**src/csc_regs.vh**
```
`ifndef CSC_REGS_VH
`define CSC_REGS_VH
// ********************************
// Register offsets
// ********************************
`define CSC_ADDR_CTRL     4'h0
`define CSC_ADDR_PULSE    4'h1
`define CSC_ADDR_LIMIT    4'h2
`define CSC_ADDR_STATUS   4'h3
`define CSC_ADDR_FAULT    4'h4
// ********************************
// Control register bits
// ********************************
`define CSC_CTRL_OFF      0
`define CSC_CTRL_DLY      1
`define CSC_CTRL_RSTEN    2
`define CSC_CTRL_REGRST   3
`define CSC_CTRL_BOOST    4
`define CSC_CTRL_LIMPIN   5
`define CSC_CTRL_RESET    8'h04
// ********************************
// Pulse register bits
// ********************************
`define CSC_PUL_EN        0
`define CSC_PUL_UP        1
`define CSC_PUL_DN        2
// ********************************
// Charge fault codes
// ********************************
`define CSC_CF_NONE       2'h0
`define CSC_CF_INOV       2'h1
`define CSC_CF_THERM      2'h2
`define CSC_LIM_100MA     6'h00
// ********************************
// Times
// ********************************
`define CSC_CLK_MHZ       250
`define CSC_INT_US        256
`define CSC_DEGL_US       1000
`define CSC_HOLD_MS       15000
`define CSC_RSTOFF_MS     250
`define CSC_SMDLY_MS      10000
`define CSC_PULSE_MS      100
`define CSC_PULSE_NUM     4'h8
`endif

```
**src/csc_top.v**
```verilog
// How it works
// - Each event while no pulse is running makes one interrupt pulse lasting 256 us.
// - Events: source identified, good input, input removed, charge done, input overvoltage, thermal shutdown or other fault.
// - Fault pulses interrupt and stays latched until the fault register is read.
// - No new fault interrupt while latched faults remain unread.
// - First fault read gives latched status, second read gives only faults newly raised since the first.
// - Switch-off bit opens battery switch now or after a delay per delay bit.
// - Ship mode exits on adapter, bit clear, register reset, or button press.
// - Button held low 15 s without input opens switch briefly, then closes.
// - Button power reset is inhibited when its enable bit is zero.
// - Running sequence shows its request bit and toggles limit with 100 mA.
// - Sequence end restores configured limit and clears the request bit.
// - Clearing protocol enable aborts sequence and restores limit at once.
// - Down request writes are ignored while protocol enable is low.
// - Pin limit enabled: lower of pin and register; disabled: pin unused.
// - Over regulation threshold: cut current, no termination, half timer, flag.
// - Buck thermal shutdown stops converter and switch, fault code 10, interrupt.
// - Boost thermal shutdown clears boost bit and opens switch until cool.
// - Input overvoltage stops switching, fault code 01, interrupt.
// - System overvoltage stops the converter at once.
// - Thermistor fault field is never latched, always live.
`include "csc_regs.vh"
module csc_top #(
  parameter INT_CYC    = `CSC_INT_US * `CSC_CLK_MHZ,
  parameter DEGL_CYC   = `CSC_DEGL_US * `CSC_CLK_MHZ,
  parameter HOLD_CYC   = 64'd15000 * 64'd1000 * `CSC_CLK_MHZ,
  parameter RSTOFF_CYC = 64'd250 * 64'd1000 * `CSC_CLK_MHZ,
  parameter SMDLY_CYC  = 64'd10000 * 64'd1000 * `CSC_CLK_MHZ,
  parameter PULSE_CYC  = 64'd100 * 64'd1000 * `CSC_CLK_MHZ,
  parameter CW         = 32
) (
  // Clock and reset
  input  wire       MCLK,
  input  wire       RST_B,
  // Register port
  input  wire [3:0] ADDR,
  input  wire [7:0] WDATA,
  input  wire       WR,
  input  wire       RD,
  output reg  [7:0] RDATA,
  // Power stage status
  input  wire       SRC_ID,
  input  wire       GOOD_IN,
  input  wire       IN_REMOVED,
  input  wire       CHG_DONE,
  input  wire       VBUS_PRESENT,
  input  wire       PUSH_BUTTON_INPUT_B,
  input  wire       INPUT_OVERVOLTAGE,
  input  wire       SYSTEM_OVERVOLTAGE,
  input  wire       TSHUT,
  input  wire       OVER_THERMAL_REGULATION_THRESHOLD,
  input  wire [2:0] THERMISTOR_FAULT_FIELD,
  input  wire       OTHER_FAULT,
  input  wire       BOOST_MODE,
  input  wire [5:0] INPUT_LIMIT_SETTING,
  input  wire [5:0] CURRENT_LIMIT_PIN,
  // Power stage control
  output reg        HOST_INT_B,
  output reg        BATTERY_SWITCH,
  output reg        CONVERTER_EN,
  output reg  [5:0] CURRENT_LIMIT_PIN_EFF,
  output reg        CHG_REDUCE,
  output reg        TERM_DIS,
  output reg        TIMER_HALF
);
  // ********************************
  // Helpers
  // ********************************
  function [5:0] min6;
    input [5:0] a;
    input [5:0] b;
    begin
      min6 = (a < b) ? a : b;
    end
  endfunction

  localparam [CW-1:0] INT_N    = INT_CYC[CW-1:0];
  localparam [CW-1:0] DEGL_N   = DEGL_CYC[CW-1:0];
  localparam [CW-1:0] HOLD_N   = HOLD_CYC[CW-1:0];
  localparam [CW-1:0] RSTOFF_N = RSTOFF_CYC[CW-1:0];
  localparam [CW-1:0] SMDLY_N  = SMDLY_CYC[CW-1:0];
  localparam [CW-1:0] PULSE_N  = PULSE_CYC[CW-1:0];
  localparam [CW-1:0] ONE      = 1;
  localparam [CW-1:0] ZERO     = 0;

  localparam [1:0] SW_ON   = 2'h0;
  localparam [1:0] SW_DLY  = 2'h1;
  localparam [1:0] SW_SHIP = 2'h2;
  localparam [1:0] SW_RST  = 2'h3;

  wire wr_ctrl  = WR && (ADDR == `CSC_ADDR_CTRL);
  wire wr_pul   = WR && (ADDR == `CSC_ADDR_PULSE);
  wire rd_fault = RD && (ADDR == `CSC_ADDR_FAULT);
  wire regrst   = wr_ctrl && WDATA[`CSC_CTRL_REGRST];
  wire ship_wake;

  // ********************************
  // Control register
  // ********************************
  reg [7:0] ctrl_q;
  reg       boost_q;
  always @(posedge MCLK)
  begin
    if (!RST_B || regrst)
    begin
      ctrl_q  <= `CSC_CTRL_RESET;
      boost_q <= 1'b0;
    end
    else
    begin
      if (wr_ctrl)
        ctrl_q <= WDATA;
      else if (ship_wake)
        ctrl_q[`CSC_CTRL_OFF] <= 1'b0;
      if (BOOST_MODE && TSHUT)
        boost_q <= 1'b0;
      else if (wr_ctrl)
        boost_q <= WDATA[`CSC_CTRL_BOOST];
    end
  end
  wire off_bit = ctrl_q[`CSC_CTRL_OFF];

  // ********************************
  // Fault latch
  // ********************************
  wire [1:0] cf_live = TSHUT && !BOOST_MODE ? `CSC_CF_THERM :
                       INPUT_OVERVOLTAGE ? `CSC_CF_INOV : `CSC_CF_NONE;
  wire [3:0] f_live  = {OTHER_FAULT, BOOST_MODE && TSHUT, cf_live};
  reg  [3:0] f_lat_q;
  reg  [3:0] f_prev_q;
  wire       f_new   = |(f_live & ~f_prev_q);
  wire       latched = |f_lat_q;
  always @(posedge MCLK)
  begin
    if (!RST_B)
    begin
      f_lat_q  <= 4'h0;
      f_prev_q <= 4'h0;
    end
    else
    begin
      f_prev_q <= f_live;
      if (rd_fault)
        f_lat_q <= f_live & ~f_prev_q; // new event set wins
      else
        f_lat_q <= f_lat_q | (f_live & ~f_prev_q);
    end
  end

  // ********************************
  // Interrupt pulse
  // ********************************
  reg [CW-1:0] int_cnt_q;
  wire ev = SRC_ID || GOOD_IN || IN_REMOVED || CHG_DONE || (f_new && !latched);
  always @(posedge MCLK)
  begin
    if (!RST_B)
      int_cnt_q <= ZERO;
    else if (int_cnt_q != ZERO)
      int_cnt_q <= int_cnt_q - ONE;
    else if (ev)
      int_cnt_q <= INT_N;
  end
  always @(posedge MCLK)
  begin
    if (!RST_B)
      HOST_INT_B <= 1'b1;
    else
      HOST_INT_B <= !((int_cnt_q > ONE) || (int_cnt_q == ZERO && ev));
  end

  // ********************************
  // Push button deglitch
  // ********************************
  reg [CW-1:0] degl_q;
  reg          btn_q;
  reg          btn_fall_q;
  always @(posedge MCLK)
  begin
    if (!RST_B)
    begin
      degl_q     <= ZERO;
      btn_q      <= 1'b1;
      btn_fall_q <= 1'b0;
    end
    else
    begin
      btn_fall_q <= 1'b0;
      if (PUSH_BUTTON_INPUT_B == btn_q)
        degl_q <= ZERO;
      else if (degl_q >= DEGL_N - ONE)
      begin
        degl_q     <= ZERO;
        btn_q      <= PUSH_BUTTON_INPUT_B;
        btn_fall_q <= btn_q;
      end
      else
        degl_q <= degl_q + ONE;
    end
  end

  // ********************************
  // Battery switch
  // ********************************
  reg [1:0]    sw_q;
  reg [CW-1:0] sw_cnt_q;
  reg [CW-1:0] hold_q;
  // Wake from ship mode also drops the off bit so it is not re-entered
  assign ship_wake = (sw_q == SW_SHIP) && (VBUS_PRESENT || btn_fall_q);
  always @(posedge MCLK)
  begin
    if (!RST_B)
      hold_q <= ZERO;
    else if (btn_q || VBUS_PRESENT || off_bit || !ctrl_q[`CSC_CTRL_RSTEN] || sw_q != SW_ON)
      hold_q <= ZERO;
    else if (hold_q != HOLD_N)
      hold_q <= hold_q + ONE;
  end
  always @(posedge MCLK)
  begin
    if (!RST_B)
    begin
      sw_q     <= SW_ON;
      sw_cnt_q <= ZERO;
    end
    else
    begin
      case (sw_q)
        SW_ON:
        begin
          sw_cnt_q <= ZERO;
          if (off_bit)
            sw_q <= ctrl_q[`CSC_CTRL_DLY] ? SW_DLY : SW_SHIP;
          else if (hold_q == HOLD_N)
            sw_q <= SW_RST;
        end
        SW_DLY:
        begin
          sw_cnt_q <= sw_cnt_q + ONE;
          if (!off_bit)
            sw_q <= SW_ON;
          else if (sw_cnt_q >= SMDLY_N - ONE)
            sw_q <= SW_SHIP;
        end
        SW_SHIP:
        begin
          if (VBUS_PRESENT || !off_bit || btn_fall_q)
            sw_q <= SW_ON;
        end
        SW_RST:
        begin
          sw_cnt_q <= sw_cnt_q + ONE;
          if (sw_cnt_q >= RSTOFF_N - ONE)
            sw_q <= SW_ON;
        end
        default:
          sw_q <= SW_ON;
      endcase
    end
  end

  // ********************************
  // Current pulse sequencer
  // ********************************
  reg          pen_q;
  reg          up_q;
  reg          dn_q;
  reg [CW-1:0] pcnt_q;
  reg [3:0]    pnum_q;
  wire         run = up_q || dn_q;
  always @(posedge MCLK)
  begin
    if (!RST_B || regrst)
    begin
      pen_q  <= 1'b0;
      up_q   <= 1'b0;
      dn_q   <= 1'b0;
      pcnt_q <= ZERO;
      pnum_q <= 4'h0;
    end
    else
    begin
      if (wr_pul)
        pen_q <= WDATA[`CSC_PUL_EN];
      if (wr_pul && !WDATA[`CSC_PUL_EN])
      begin
        up_q <= 1'b0;
        dn_q <= 1'b0;
      end
      else if (!run)
      begin
        pcnt_q <= ZERO;
        pnum_q <= 4'h0;
        if (wr_pul && pen_q && (WDATA[`CSC_PUL_UP] ^ WDATA[`CSC_PUL_DN]))
        begin
          up_q <= WDATA[`CSC_PUL_UP];
          dn_q <= WDATA[`CSC_PUL_DN];
        end
      end
      else if (pcnt_q >= PULSE_N - ONE)
      begin
        pcnt_q <= ZERO;
        pnum_q <= pnum_q + 4'h1;
        if (pnum_q == `CSC_PULSE_NUM - 4'h1)
        begin
          up_q <= 1'b0;
          dn_q <= 1'b0;
        end
      end
      else
        pcnt_q <= pcnt_q + ONE;
    end
  end

  // ********************************
  // Outputs
  // ********************************
  wire [5:0] cfg_lim = ctrl_q[`CSC_CTRL_LIMPIN] ? min6(INPUT_LIMIT_SETTING, CURRENT_LIMIT_PIN)
                                                : INPUT_LIMIT_SETTING;
  always @(posedge MCLK)
  begin
    if (!RST_B)
    begin
      BATTERY_SWITCH <= 1'b1;
      CONVERTER_EN   <= 1'b0;
      CURRENT_LIMIT_PIN_EFF       <= `CSC_LIM_100MA;
      CHG_REDUCE     <= 1'b0;
      TERM_DIS       <= 1'b0;
      TIMER_HALF     <= 1'b0;
    end
    else
    begin
      BATTERY_SWITCH <= (sw_q == SW_ON || sw_q == SW_DLY) && !TSHUT;
      CONVERTER_EN   <= !TSHUT && !INPUT_OVERVOLTAGE && !SYSTEM_OVERVOLTAGE;
      CURRENT_LIMIT_PIN_EFF       <= (run && pnum_q[0]) ? `CSC_LIM_100MA : cfg_lim;
      CHG_REDUCE     <= OVER_THERMAL_REGULATION_THRESHOLD;
      TERM_DIS       <= OVER_THERMAL_REGULATION_THRESHOLD;
      TIMER_HALF     <= OVER_THERMAL_REGULATION_THRESHOLD;
    end
  end

  // ********************************
  // Read data
  // ********************************
  always @(posedge MCLK)
  begin
    if (!RST_B)
      RDATA <= 8'h00;
    else if (RD)
    begin
      case (ADDR)
        `CSC_ADDR_CTRL:   RDATA <= {2'h0, ctrl_q[5], boost_q, 1'b0, ctrl_q[2:0]};
        `CSC_ADDR_PULSE:  RDATA <= {5'h00, dn_q, up_q, pen_q};
        `CSC_ADDR_STATUS: RDATA <= {5'h00, sw_q, OVER_THERMAL_REGULATION_THRESHOLD};
        `CSC_ADDR_FAULT:  RDATA <= {1'b0, f_lat_q, THERMISTOR_FAULT_FIELD};
        default:          RDATA <= 8'h00;
      endcase
    end
    else
      RDATA <= 8'h00;
  end
endmodule

```
**config.mk**
```make
export PLATFORM = sky130hd
export DESIGN_NAME = csc_top
export DESIGN_NICKNAME = d
export VERILOG_FILES = /design/src/csc_top.v
export VERILOG_INCLUDE_DIRS = /design/src
export SDC_FILE = /design/constraint.sdc
export NUM_CORES = 1
export LEC_CHECK = 0
export BUFFER_PORTS_ARGS = -buffer_cell sky130_fd_sc_hd__buf_4
export CAP_MARGIN = 30
export CORE_UTILIZATION = 25
export CTS_CLUSTER_SIZE = 10
export DETAILED_ROUTE_END_ITERATION = 8
export HOLD_SLACK_MARGIN = 0.12
export SLEW_MARGIN = 15
export SYNTH_ARGS = -nofsm -noshare
export SYNTH_HDL_FRONTEND = slang
export SYNTH_SLANG_ARGS = --single-unit
```
**constraint.sdc**
```tcl
create_clock -name MCLK -period 4.2 [get_ports MCLK]
set_input_delay 0.42 -clock MCLK [delete_from_list [all_inputs] [get_ports MCLK]]
set_output_delay 0.42 -clock MCLK [all_outputs]
set_load 0.1 [all_outputs]
```
==> impl_metrics.csv, run 1 <==
group,metric,value,unit
status,run_status,"completed",
grt,grt_pass1_wl,33500,microns
placement,place_hpwl,13900,microns
power_and_ir_drop,irDropWorstVdd,0.000279,V
drt,drt_iter0_drc,453,
logic_synthesis,synth-edff-count,0,
setup_path,path_delay_family,"simple AND/OR/NAND/NOR gates",
die,core-area,0.0355,sq mm
clocking,cts.clk_slew.worst_paths,50,ps
worst_hold_path,hold_path_class,"input port to flip-flop",
logic_synthesis,synth_top_flop_cell,"dfxtp_1",
setup_path,critical-path-slowest-cell,"nor4_1",
die,dieArea,0.0367,sq mm
drt,vias_per_cell,4.74,
grt,grt_max_degree,59,
cells_and_area,drive_gt1_frac,0.103,
setup_path,ff2ff_setup_slack,1150,ps
setup_path,cp_cell_sequence,"or4_1, nor4_1, and4b_1, o21a_1, nand2b_1, a211oi_1",
logic_synthesis,yosys.area_share.xor_xnor,0.0916,
cells_and_area,area_delta_synth_final,19.0,%
logic_synthesis,synth_seq_cells,201,
clocking,htreeDepth,1,
logic_synthesis,synth_area_leaders,"dfxtp_1, nor2_1, xnor2_1, xor2_1, nand2_1",
drt,first_pass_iters,5,
logic_synthesis,synth_cell_types,61,
clocking,cts_root_buf,"clkbuf_16",
setup_path,slowest_delay,630,ps
setup_path,reg2reg_depth,6,
setup_path,cp_max_fo,13,
power_and_ir_drop,seqPwrFrac,0.423,
placement,numPortBuffers,59,
die,die-height,192,microns
sta,finalClockSkew,16.7,ps
cells_and_area,final_util,0.301,
clocking,cts_tree,"built",
logic_synthesis,synth_warnings,0,
drt,ant_nets,0,
sta,final_max_slew_viol_count,0,
sta,tightestPinTransition,858,ps
job,max-cap-violations,0,
cells_and_area,antenna_cells,0,
drt,wl_per_cell,12.6,microns
clocking,numCtsBuffers,24,
drt,drt-total-wl,20000,microns
sta,max_slew_margin,0.420,
setup_path,path_depth,6,
die,boundaryPins,63,
grt,antenna_found_initial,1,
logic_synthesis,netlist_instances,1044,
grt,gr-total-overflow,0,
setup_path,crit_path_start_kind,"flip-flop",
drt,vias,7516,
power_and_ir_drop,power_frac_clock,0.353,
power_and_ir_drop,leakagePower,0.00373,uW
sta,min_period,3050,ps
logic_synthesis,synth_area_leader_cell,"dfxtp_1",
cells_and_area,nFillCells,3737,
logic_synthesis,synth_compound_area_frac,0.102,
drt,drcViolationCount,0,
logic_synthesis,synth_fa_ha_area_frac,0.0195,
logic_synthesis,ys_async_sr_fraction,0,
worst_hold_path,hold_depth,3,
logic_synthesis,ys_top_cells_by_count,"dfxtp_1, nor2_1, nand2_1",
grt,grt_usage,0.109,
clocking,clock_latency,530,ps
cells_and_area,final_nets,1176,
logic_synthesis,synth_top_family_by_area,"simple AND/OR/NAND/NOR gates",
die,rows,69,
die,initial_core_util,0.253,
logic_synthesis,synth_most_common_cell,"dfxtp_1",
power_and_ir_drop,switching_share,0.306,
grt,grt_pass1_vias,6914,
die,die_w,192,microns
logic_synthesis,synth_mux_area_frac,0.0207,
setup_path,cp.arrival,3440,ps
clocking,clockBufferDepth,3,
sta,rsz0062_at_grt,"no",
setup_path,critPathRequiredTime,4590,ps
logic_synthesis,yosys.area_share.simple,0.292,
sta,setup_violations,0,
power_and_ir_drop,power,5210,uW
clocking,cts_sinks,201,
sta,tns,0,ps
logic_synthesis,synth_top_area_frac,0.448,
power_and_ir_drop,p_int,3620,uW
setup_path,worst_setup_path_end_kind,"flip-flop",
logic_synthesis,synth-seq-area-share,0.448,
placement,gp_congestion,0.781,
sta,hold_viol_final,0,
power_and_ir_drop,switchingPower,1600,uW
sta,fmax,328,MHz
logic_synthesis,synth_area,0.00898,sq mm
power_and_ir_drop,power_density,488,mW/mm^2
power_and_ir_drop,p_comb_frac,0.224,
setup_path,crit_buf_inv,0,
setup_path,critPathKind,"flip-flop to flip-flop",
logic_synthesis,syn_area_per_cell,8.61,sq um
clocking,ctsResizeCount,0,
sta,finalCritPeriodShare,0.725,
[worst register-to-register path: stages (launching register included)]
cell and delay [ps]:
dfxtp_1 330, or4_1 620, nor4_1 630, and4b_1 620
o21a_1 390, nand2b_1 250, a211oi_1 70
[worst paths after layout]
| check | from | endpoint |
|---|---|---|
| min reg2reg | f_lat_q[0] | f_lat_q[0] |
| min | WDATA[2] | ctrl_q[2] |
| max reg2reg | int_cnt_q[5] | int_cnt_q[1] |
| max | int_cnt_q[5] | int_cnt_q[1] |
[flip-flops by register name, indices dropped and copies added, names as in the netlist, 2 cells and up]
| signal | count |
|---|---|
| f_lat_q | 4 |
| sw_cnt_q | 32 |
| CURRENT_LIMIT_PIN_EFF | 6 |
| degl_q | 32 |
| pcnt_q | 32 |
| int_cnt_q | 32 |
| hold_q | 32 |
| f_prev_q | 4 |
| sw_q | 2 |
| RDATA | 7 |
| pnum_q | 4 |
| ctrl_q | 4 |
[cells by family (layout without fill, tap and decap cells)]
| family | Yosys count | in the layout |
|---|---|---|
| buf+inv | 57 | 123 |
| flops | 201 | 201 |
| compound gates | 128 | 128 |
| fa+ha+maj | 14 | 14 |
| xor+xnor | 94 | 94 |
| other cells | 1 | 15 |
| mux | 18 | 18 |
| simple gates | 531 | 531 |
[per-stage QoR]
stage	worst slack (ps)	std cells	hold slack (ps)	area, sq um
2_1_floorplan	1680	1058	418	9040
3_3_place_gp	1170	1548	430	9940
3_5_place_dp	1170	1549	461	9960
4_1_cts	1140	1584	125	10700
5_1_grt	765	1585	148	10700
6_report	1150	1585	144	10700
[cells in the final DEF (no fill, tap or decap), types with 6 or more instances in the layout]
cell type	instances
nor3_1	37
dfxtp_1	201
or2_2	9
buf_4	64
nand2_1	80
and2_1	13
o41ai_1	8
mux2i_1	13
nor4_1	33
xnor2_1	49
xor2_1	45
a211oi_1	6
o21a_1	6
nor2b_1	7
nand3_1	59
nor2_1	180
and4_1	7
a21oi_1	32
o21ai_0	14
inv_1	21
or4_1	9
and3_1	25
o2111ai_1	7
clkbuf_16	24
nand2b_1	9
or3_1	13
conb_1	15
ha_1	14
o211ai_1	6
a31oi_1	6
nand4_1	29
[power groups by stage]
stage               Sequential [uW]  Combinational, uW  Clock (uW)
global route                   2230               1320        1980
finish                         2200               1170        1840
floorplan                      2270                906           0
detailed placement             2240               1170           0
global placement               2240               1160           0
CTS                            2200               1180        1900
[what timing repair did]
action	in CTS	in global routing
hold endpoints to repair	3	0
buffers inserted	0	0
hold buffers	4	0
[area by class of cell]
type | instances | area (sq um) | area share
clock inverter | 1 | 30.0 | 0.00281
sequential | 201 | 4020 | 0.376
tap | 461 | 577 | 0.0540
multi-input combinational | 800 | 4780 | 0.447
timing repair buffer | 70 | 541 | 0.0506
inverter | 22 | 82.6 | 0.00773
clock buffer | 30 | 653 | 0.0611
[routing by layer]
layer | GRT usage | wire length [microns] | share of wire
met5 | 0 | 0 | 0
met4 | 0.0223 | 327 | 0.016
met3 | 0.0201 | 900 | 0.045
met2 | 0.178 | 8960 | 0.45
met1 | 0.149 | 9830 | 0.49
Note: power is estimated with default switching activity, not from simulation.
==> run 2: changes to the inputs <==
- ABC_AREA: not set -> 1
- clock period: 4.2 -> 3.08 ns (I/O delays scaled with it)
==> impl_metrics.csv, run 2 <==
group,metric,value,unit
setup_path,cp_cell_sequence,"dlygate4sd3_1, buf_4, ha_1, nand2_1, o211ai_1, nand2_1, nor2_1, nor3_1, dlygate4sd3_1",
sta,finalClockSkew,12.2,ps
placement,dp.cells,2108,
logic_synthesis,synth_cell_types,52,
clocking,cts.clk_slew.worst_paths,50,ps
logic_synthesis,synth_area_leaders,"dfxtp_1, nand2_1, nor2_1, inv_1, nand3_1",
cells_and_area,fin_cells,2173,
cells_and_area,area_delta_synth_final,19.5,%
sta,final_max_slew_viol_count,0,
setup_path,cp.arrival,2950,ps
sta,hold_viol_final,0,
clocking,numCtsBuffers,25,
setup_path,critical-path-slowest-cell,"dlygate4sd3_1",
drt,routed.top_layer,"met5",
logic_synthesis,netlist_instances,1528,
drt,drt_iter0_drc,632,
sta,min_period,2550,ps
power_and_ir_drop,power,7740,uW
drt,wl_per_cell,11.8,microns
die,die_w,207,microns
setup_path,critPathRequiredTime,3480,ps
die,rows,74,
drt,wl_met1,12200,microns
sta,tightestPinTransition,610,ps
cells_and_area,drive_gt1_frac,0.110,
clocking,ctsResizeCount,0,
logic_synthesis,synth_most_common_cell,"nand2_1",
setup_path,worst_setup_path_end_kind,"flip-flop",
cells_and_area,final_nets,1690,
logic_synthesis,synth_top_flop_cell,"dfxtp_1",
grt,gr-total-overflow,0,
logic_synthesis,syn_area_per_cell,6.85,sq um
setup_path,slowest_delay,570,ps
setup_path,crit_path_start_kind,"input port",
clocking,postCtsSetupBuffers,0,
sta,max_slew_margin,0.592,
clocking,cts_tree,"built",
die,initial_core_util,0.255,
grt,grt_pass1_vias,9159,
die,dieArea,0.0427,sq mm
setup_path,cp_max_fo,7,
logic_synthesis,synth-seq-area-share,0.384,
status,run_status,"complete, but fails checks",
drt,drt-total-wl,25700,microns
die,die-height,207,microns
placement,numPortBuffers,59,
drt,vias_per_cell,4.48,
die,core-area,0.0411,sq mm
placement,gp_congestion,0.882,
drt,first_pass_iters,8,
logic_synthesis,ys_top_cells_by_count,"nand2_1, nor2_1, dfxtp_1",
clocking,htreeDepth,1,
status,violations,"design-rule violations",
drt,vias,9735,
grt,grt_pass1_wl,42900,microns
clocking,holdBufCountCts,30,
drt,wl_met3,1190,microns
logic_synthesis,synth_top_area_frac,0.384,
clocking,cts_root_buf,"clkbuf_16",
setup_path,reg2reg_depth,8,
clocking,cts_sinks,201,
die,boundaryPins,63,
drt,ant_nets,0,
clocking,clock_latency,520,ps
grt,antenna_found_initial,1,
power_and_ir_drop,leakagePower,0.00483,uW
power_and_ir_drop,irDropWorstVdd,0.000347,V
cells_and_area,layout_commonest_cell,"nand2_1",
logic_synthesis,synth-edff-count,0,
clocking,clockBufferDepth,3,
power_and_ir_drop,power_density,619,mW/mm^2
grt,grt_usage,0.121,
logic_synthesis,synth_seq_cells,201,
setup_path,critPathKind,"input port to flip-flop",
logic_synthesis,synth_area,0.0105,sq mm
drt,wl_met2,11800,microns
sta,finalCritPeriodShare,0.827,
drt,drcViolationCount,9,
logic_synthesis,synth_area_leader_cell,"dfxtp_1",
sta,holdWs,145,ps
cells_and_area,layout_common_cells,"nand2_1, nor2_1, dfxtp_1",
sta,fmax,393,MHz
logic_synthesis,ys_async_sr_fraction,0,
grt,grt_max_degree,35,
sta,rsz0062_at_grt,"no",
worst_hold_path,hold_path_class,"input port to flip-flop",
cells_and_area,antenna_cells,0,
sta,tns,0,ps
worst_hold_path,hold_depth,3,
logic_synthesis,synth_warnings,0,
cells_and_area,final_util,0.304,
placement,place_hpwl,19300,microns
sta,setup_violations,0,
job,max-cap-violations,0,
## run 2: cell count changes in the layout (fill, tap and decap cells not counted), moves of 15 or more
cell,previous run,this run
nor4_1,33,15
inv_1,21,169
and3_1,25,3
a21oi_1,32,89
nand3_1,59,100
xnor2_1,49,11
dlygate4sd3_1,4,30
nor3_1,37,74
o21ai_0,14,37
nand2_1,80,319
nor2_1,180,272
nor2_2,0,15
## run 2: final timing paths
check                         startpoint                        to  slack (ps)
setup / recovery  INPUT_LIMIT_SETTING[5]  CURRENT_LIMIT_PIN_EFF[3]         530
hold / removal                  WDATA[2]                 ctrl_q[2]         150
setup reg to reg                 sw_q[1]                 hold_q[7]        1140
hold reg to reg                degl_q[0]                 degl_q[0]         440
## run 2: cell type report
cell class	count	area [sq um]
well taps	532	666
clock buffers	33	706
fillers	4491	28600
repair buffers	96	796
inverters	177	669
flip-flops and latches	201	4020
clock inverters	2	17.5
multi-input cells	1132	5630
## run 2: layer usage
layer  global-route usage  vias to the layer above
li1                     -                     5136
met1                0.156                     4392
met2                0.210                      170
met3               0.0179                       35
met4               0.0299                        2
met5                    0                        -
## run 2: per-stage QoR
step / setup WS, ps / cell area (sq um)
floorplan: 1400 / 10500
global placement: 938 / 11500
CTS: 619 / 12500
global route: 425 / 12500
detailed placement: 940 / 11500
finish: 534 / 12500
## run 2: cell families (layout without fill, tap and decap cells)
family	after synthesis	in the layout	share of synthesized area
and+or+nand+nor	895	895	0.391
buffers and inverters	209	308	0.0829
DFF	201	201	0.384
AOI/OAI and AO/OA	161	161	0.0851
xor gates and xnor gates	47	47	0.0393
adders and majority gates	14	14	0.0167
other	1	15	0.000358
## run 2: critical path: cells and delay by family
family	cells	cell delay (ps)
adder cells (fa/ha/maj)	1	290
AND/OR/NAND/NOR	4	640
AO/OA/AOI/OAI	1	460
buffers and inverters	3	1250
## run 2: power breakdown
part           leakage (uW)  switching, uW  internal, uW
registers           0.00163            183          2810
clock network      0.000356           1060          1570
logic               0.00284           1360           754
total               0.00483           2600          5140
==> run 3: changes to the inputs <==
- clock period: 3.08 -> 2.17 ns (I/O delays scaled with it)
==> impl_metrics.csv, run 3 (synthesis gave the netlist of run 2 again) <==
group,metric,value,unit
clocking,cts_root_buf,"clkbuf_16",
cells_and_area,multi_input_area,0.00564,sq mm
grt,grt_usage,0.124,
sta,fmax,476,MHz
setup_path,cp_max_fo,20,
worst_hold_path,hold_path_class,"input port to flip-flop",
cells_and_area,final_nets,1712,
sta,max_slew_margin,0.626,
die,initial_core_util,0.255,
cells_and_area,layout_commonest_cell,"nand2_1",
power_and_ir_drop,power_density,876,mW/mm^2
cells_and_area,nFillCells,4493,
die,die-height,207,microns
sta,holdWs,154,ps
status,run_status,"complete, but fails checks",
sta,setup_violations,0,
drt,vias,9812,
power_and_ir_drop,irDropWorstVdd,0.000514,V
sta,hold_viol_final,0,
setup_path,critPathRequiredTime,2630,ps
sta,finalCritPeriodShare,0.967,
job,max-cap-violations,0,
clocking,numCtsBuffers,25,
placement,gp_congestion,0.904,
placement,place_ws,261,ps
drt,drt-total-wl,26400,microns
die,dieArea,0.0427,sq mm
drt,wl_per_cell,12.0,microns
die,boundaryPins,63,
drt,drt_iter0_drc,577,
sta,tns,0,ps
power_and_ir_drop,power,11200,uW
clocking,cts_sinks,201,
drt,first_pass_iters,7,
grt,antenna_found_initial,1,
sta,worst_slack,71.1,ps
die,core-area,0.0411,sq mm
clocking,clock_latency,520,ps
grt,gr-total-overflow,0,
grt,grt_pass1_wl,44100,microns
cells_and_area,drive_gt1_frac,0.114,
clocking,cts.clk_slew.worst_paths,50,ps
clocking,htreeDepth,1,
cells_and_area,layout_common_cells,"nand2_1, nor2_1, dfxtp_1",
die,rows,74,
cells_and_area,ff_latch_area,0.00402,sq mm
status,violations,"design-rule violations",
sta,tightestPinTransition,555,ps
placement,numPortBuffers,59,
sta,rsz0062_at_grt,"no",
placement,place_hpwl,19600,microns
setup_path,critPathKind,"input port to flip-flop",
drt,drcViolationCount,9,
power_and_ir_drop,leakagePower,0.00493,uW
clocking,clockBufferDepth,3,
setup_path,crit_path_start_kind,"input port",
setup_path,worst_setup_path_end_kind,"flip-flop",
sta,final_max_slew_viol_count,0,
die,die_w,207,microns
setup_path,cp.arrival,2550,ps
setup_path,reg2reg_depth,8,
cells_and_area,area_delta_synth_final,21.7,%
sta,finalClockSkew,10.8,ps
clocking,cts_tree,"built",
grt,grt_max_degree,62,
cells_and_area,antenna_cells,0,
grt,grt_pass1_vias,9354,
drt,vias_per_cell,4.47,
drt,ant_nets,0,
worst_hold_path,hold_depth,4,
sta,min_period,2100,ps
==> run 3: cell types whose count changed in the layout (fill, tap and decap cells not counted), moves of 2 or more <==
cell	delta
buf_12	+2
clkbuf_8	-2
buf_4	+7
dlygate4sd3_1	+13
clkbuf_1	+3
==> run 3: path summary, 6_finish.rpt <==
check / endpoint / slack, ps / from
setup / recovery: ctrl_q[2] / 70 / ADDR[3]
hold / removal: hold_q[28] / 150 / VBUS_PRESENT
setup reg to reg: btn_q / 150 / degl_q[0]
hold reg to reg: pcnt_q[31] / 450 / pcnt_q[31]
==> run 3: metrics by stage <==
stage                      util  std cells  cell area (sq um)
final                     0.310       2197              12700
after global routing      0.310       2197              12700
after CTS                 0.310       2196              12700
after detailed placement  0.281       2116              11600
after global placement    0.281       2115              11600
after floorplan               -       1542              10500
==> run 3: layout make-up <==
| type | count | share of cell area |
|---|---|---|
| clock inverters | 3 | 0.00344 |
| repair buffers | 118 | 0.0799 |
| clock buffers | 34 | 0.0541 |
| multi-input cells | 1132 | 0.442 |
| inverters | 177 | 0.0525 |
| flip-flops and latches | 201 | 0.316 |
| well taps | 532 | 0.0522 |
==> run 3: worst max-delay path: stages <==
cell and delay [ps]:
dlygate4sd3_1 540, buf_4 150, nor2_2 160, inv_2 60
nor2_4 210, nand2_4 130, inv_4 110, nand2_4 50
nand2_4 110, inv_4 130, o211ai_1 110, dlygate4sd3_1 560
==> run 3: power breakdown <==
group / switching (uW) / internal, uW / total (uW) / leakage (uW)
logic: 1970 / 1120 / 3080 / 0.00294
clock network: 1530 / 2300 / 3830 / 0.000359
registers: 260 / 3990 / 4250 / 0.00163
total: 3760 / 7410 / 11200 / 0.00493
==> run 3: timing repair <==
| action | in CTS | in global routing |
|---|---|---|
| resized for setup | 0 | 1 |
| setup buffers | 0 | 1 |
| setup endpoints to repair | 0 | 2 |
| endpoints found under the hold margin | 36 | 0 |
| hold buffers | 43 | 0 |
==> run 3: layer usage <==
layer,global-route usage,up-vias,wire [microns]
met5,0,-,8
met4,0.0386,2,652
met3,0.0198,39,1160
met2,0.212,151,12000
met1,0.159,4430,12600
li1,-,5190,-
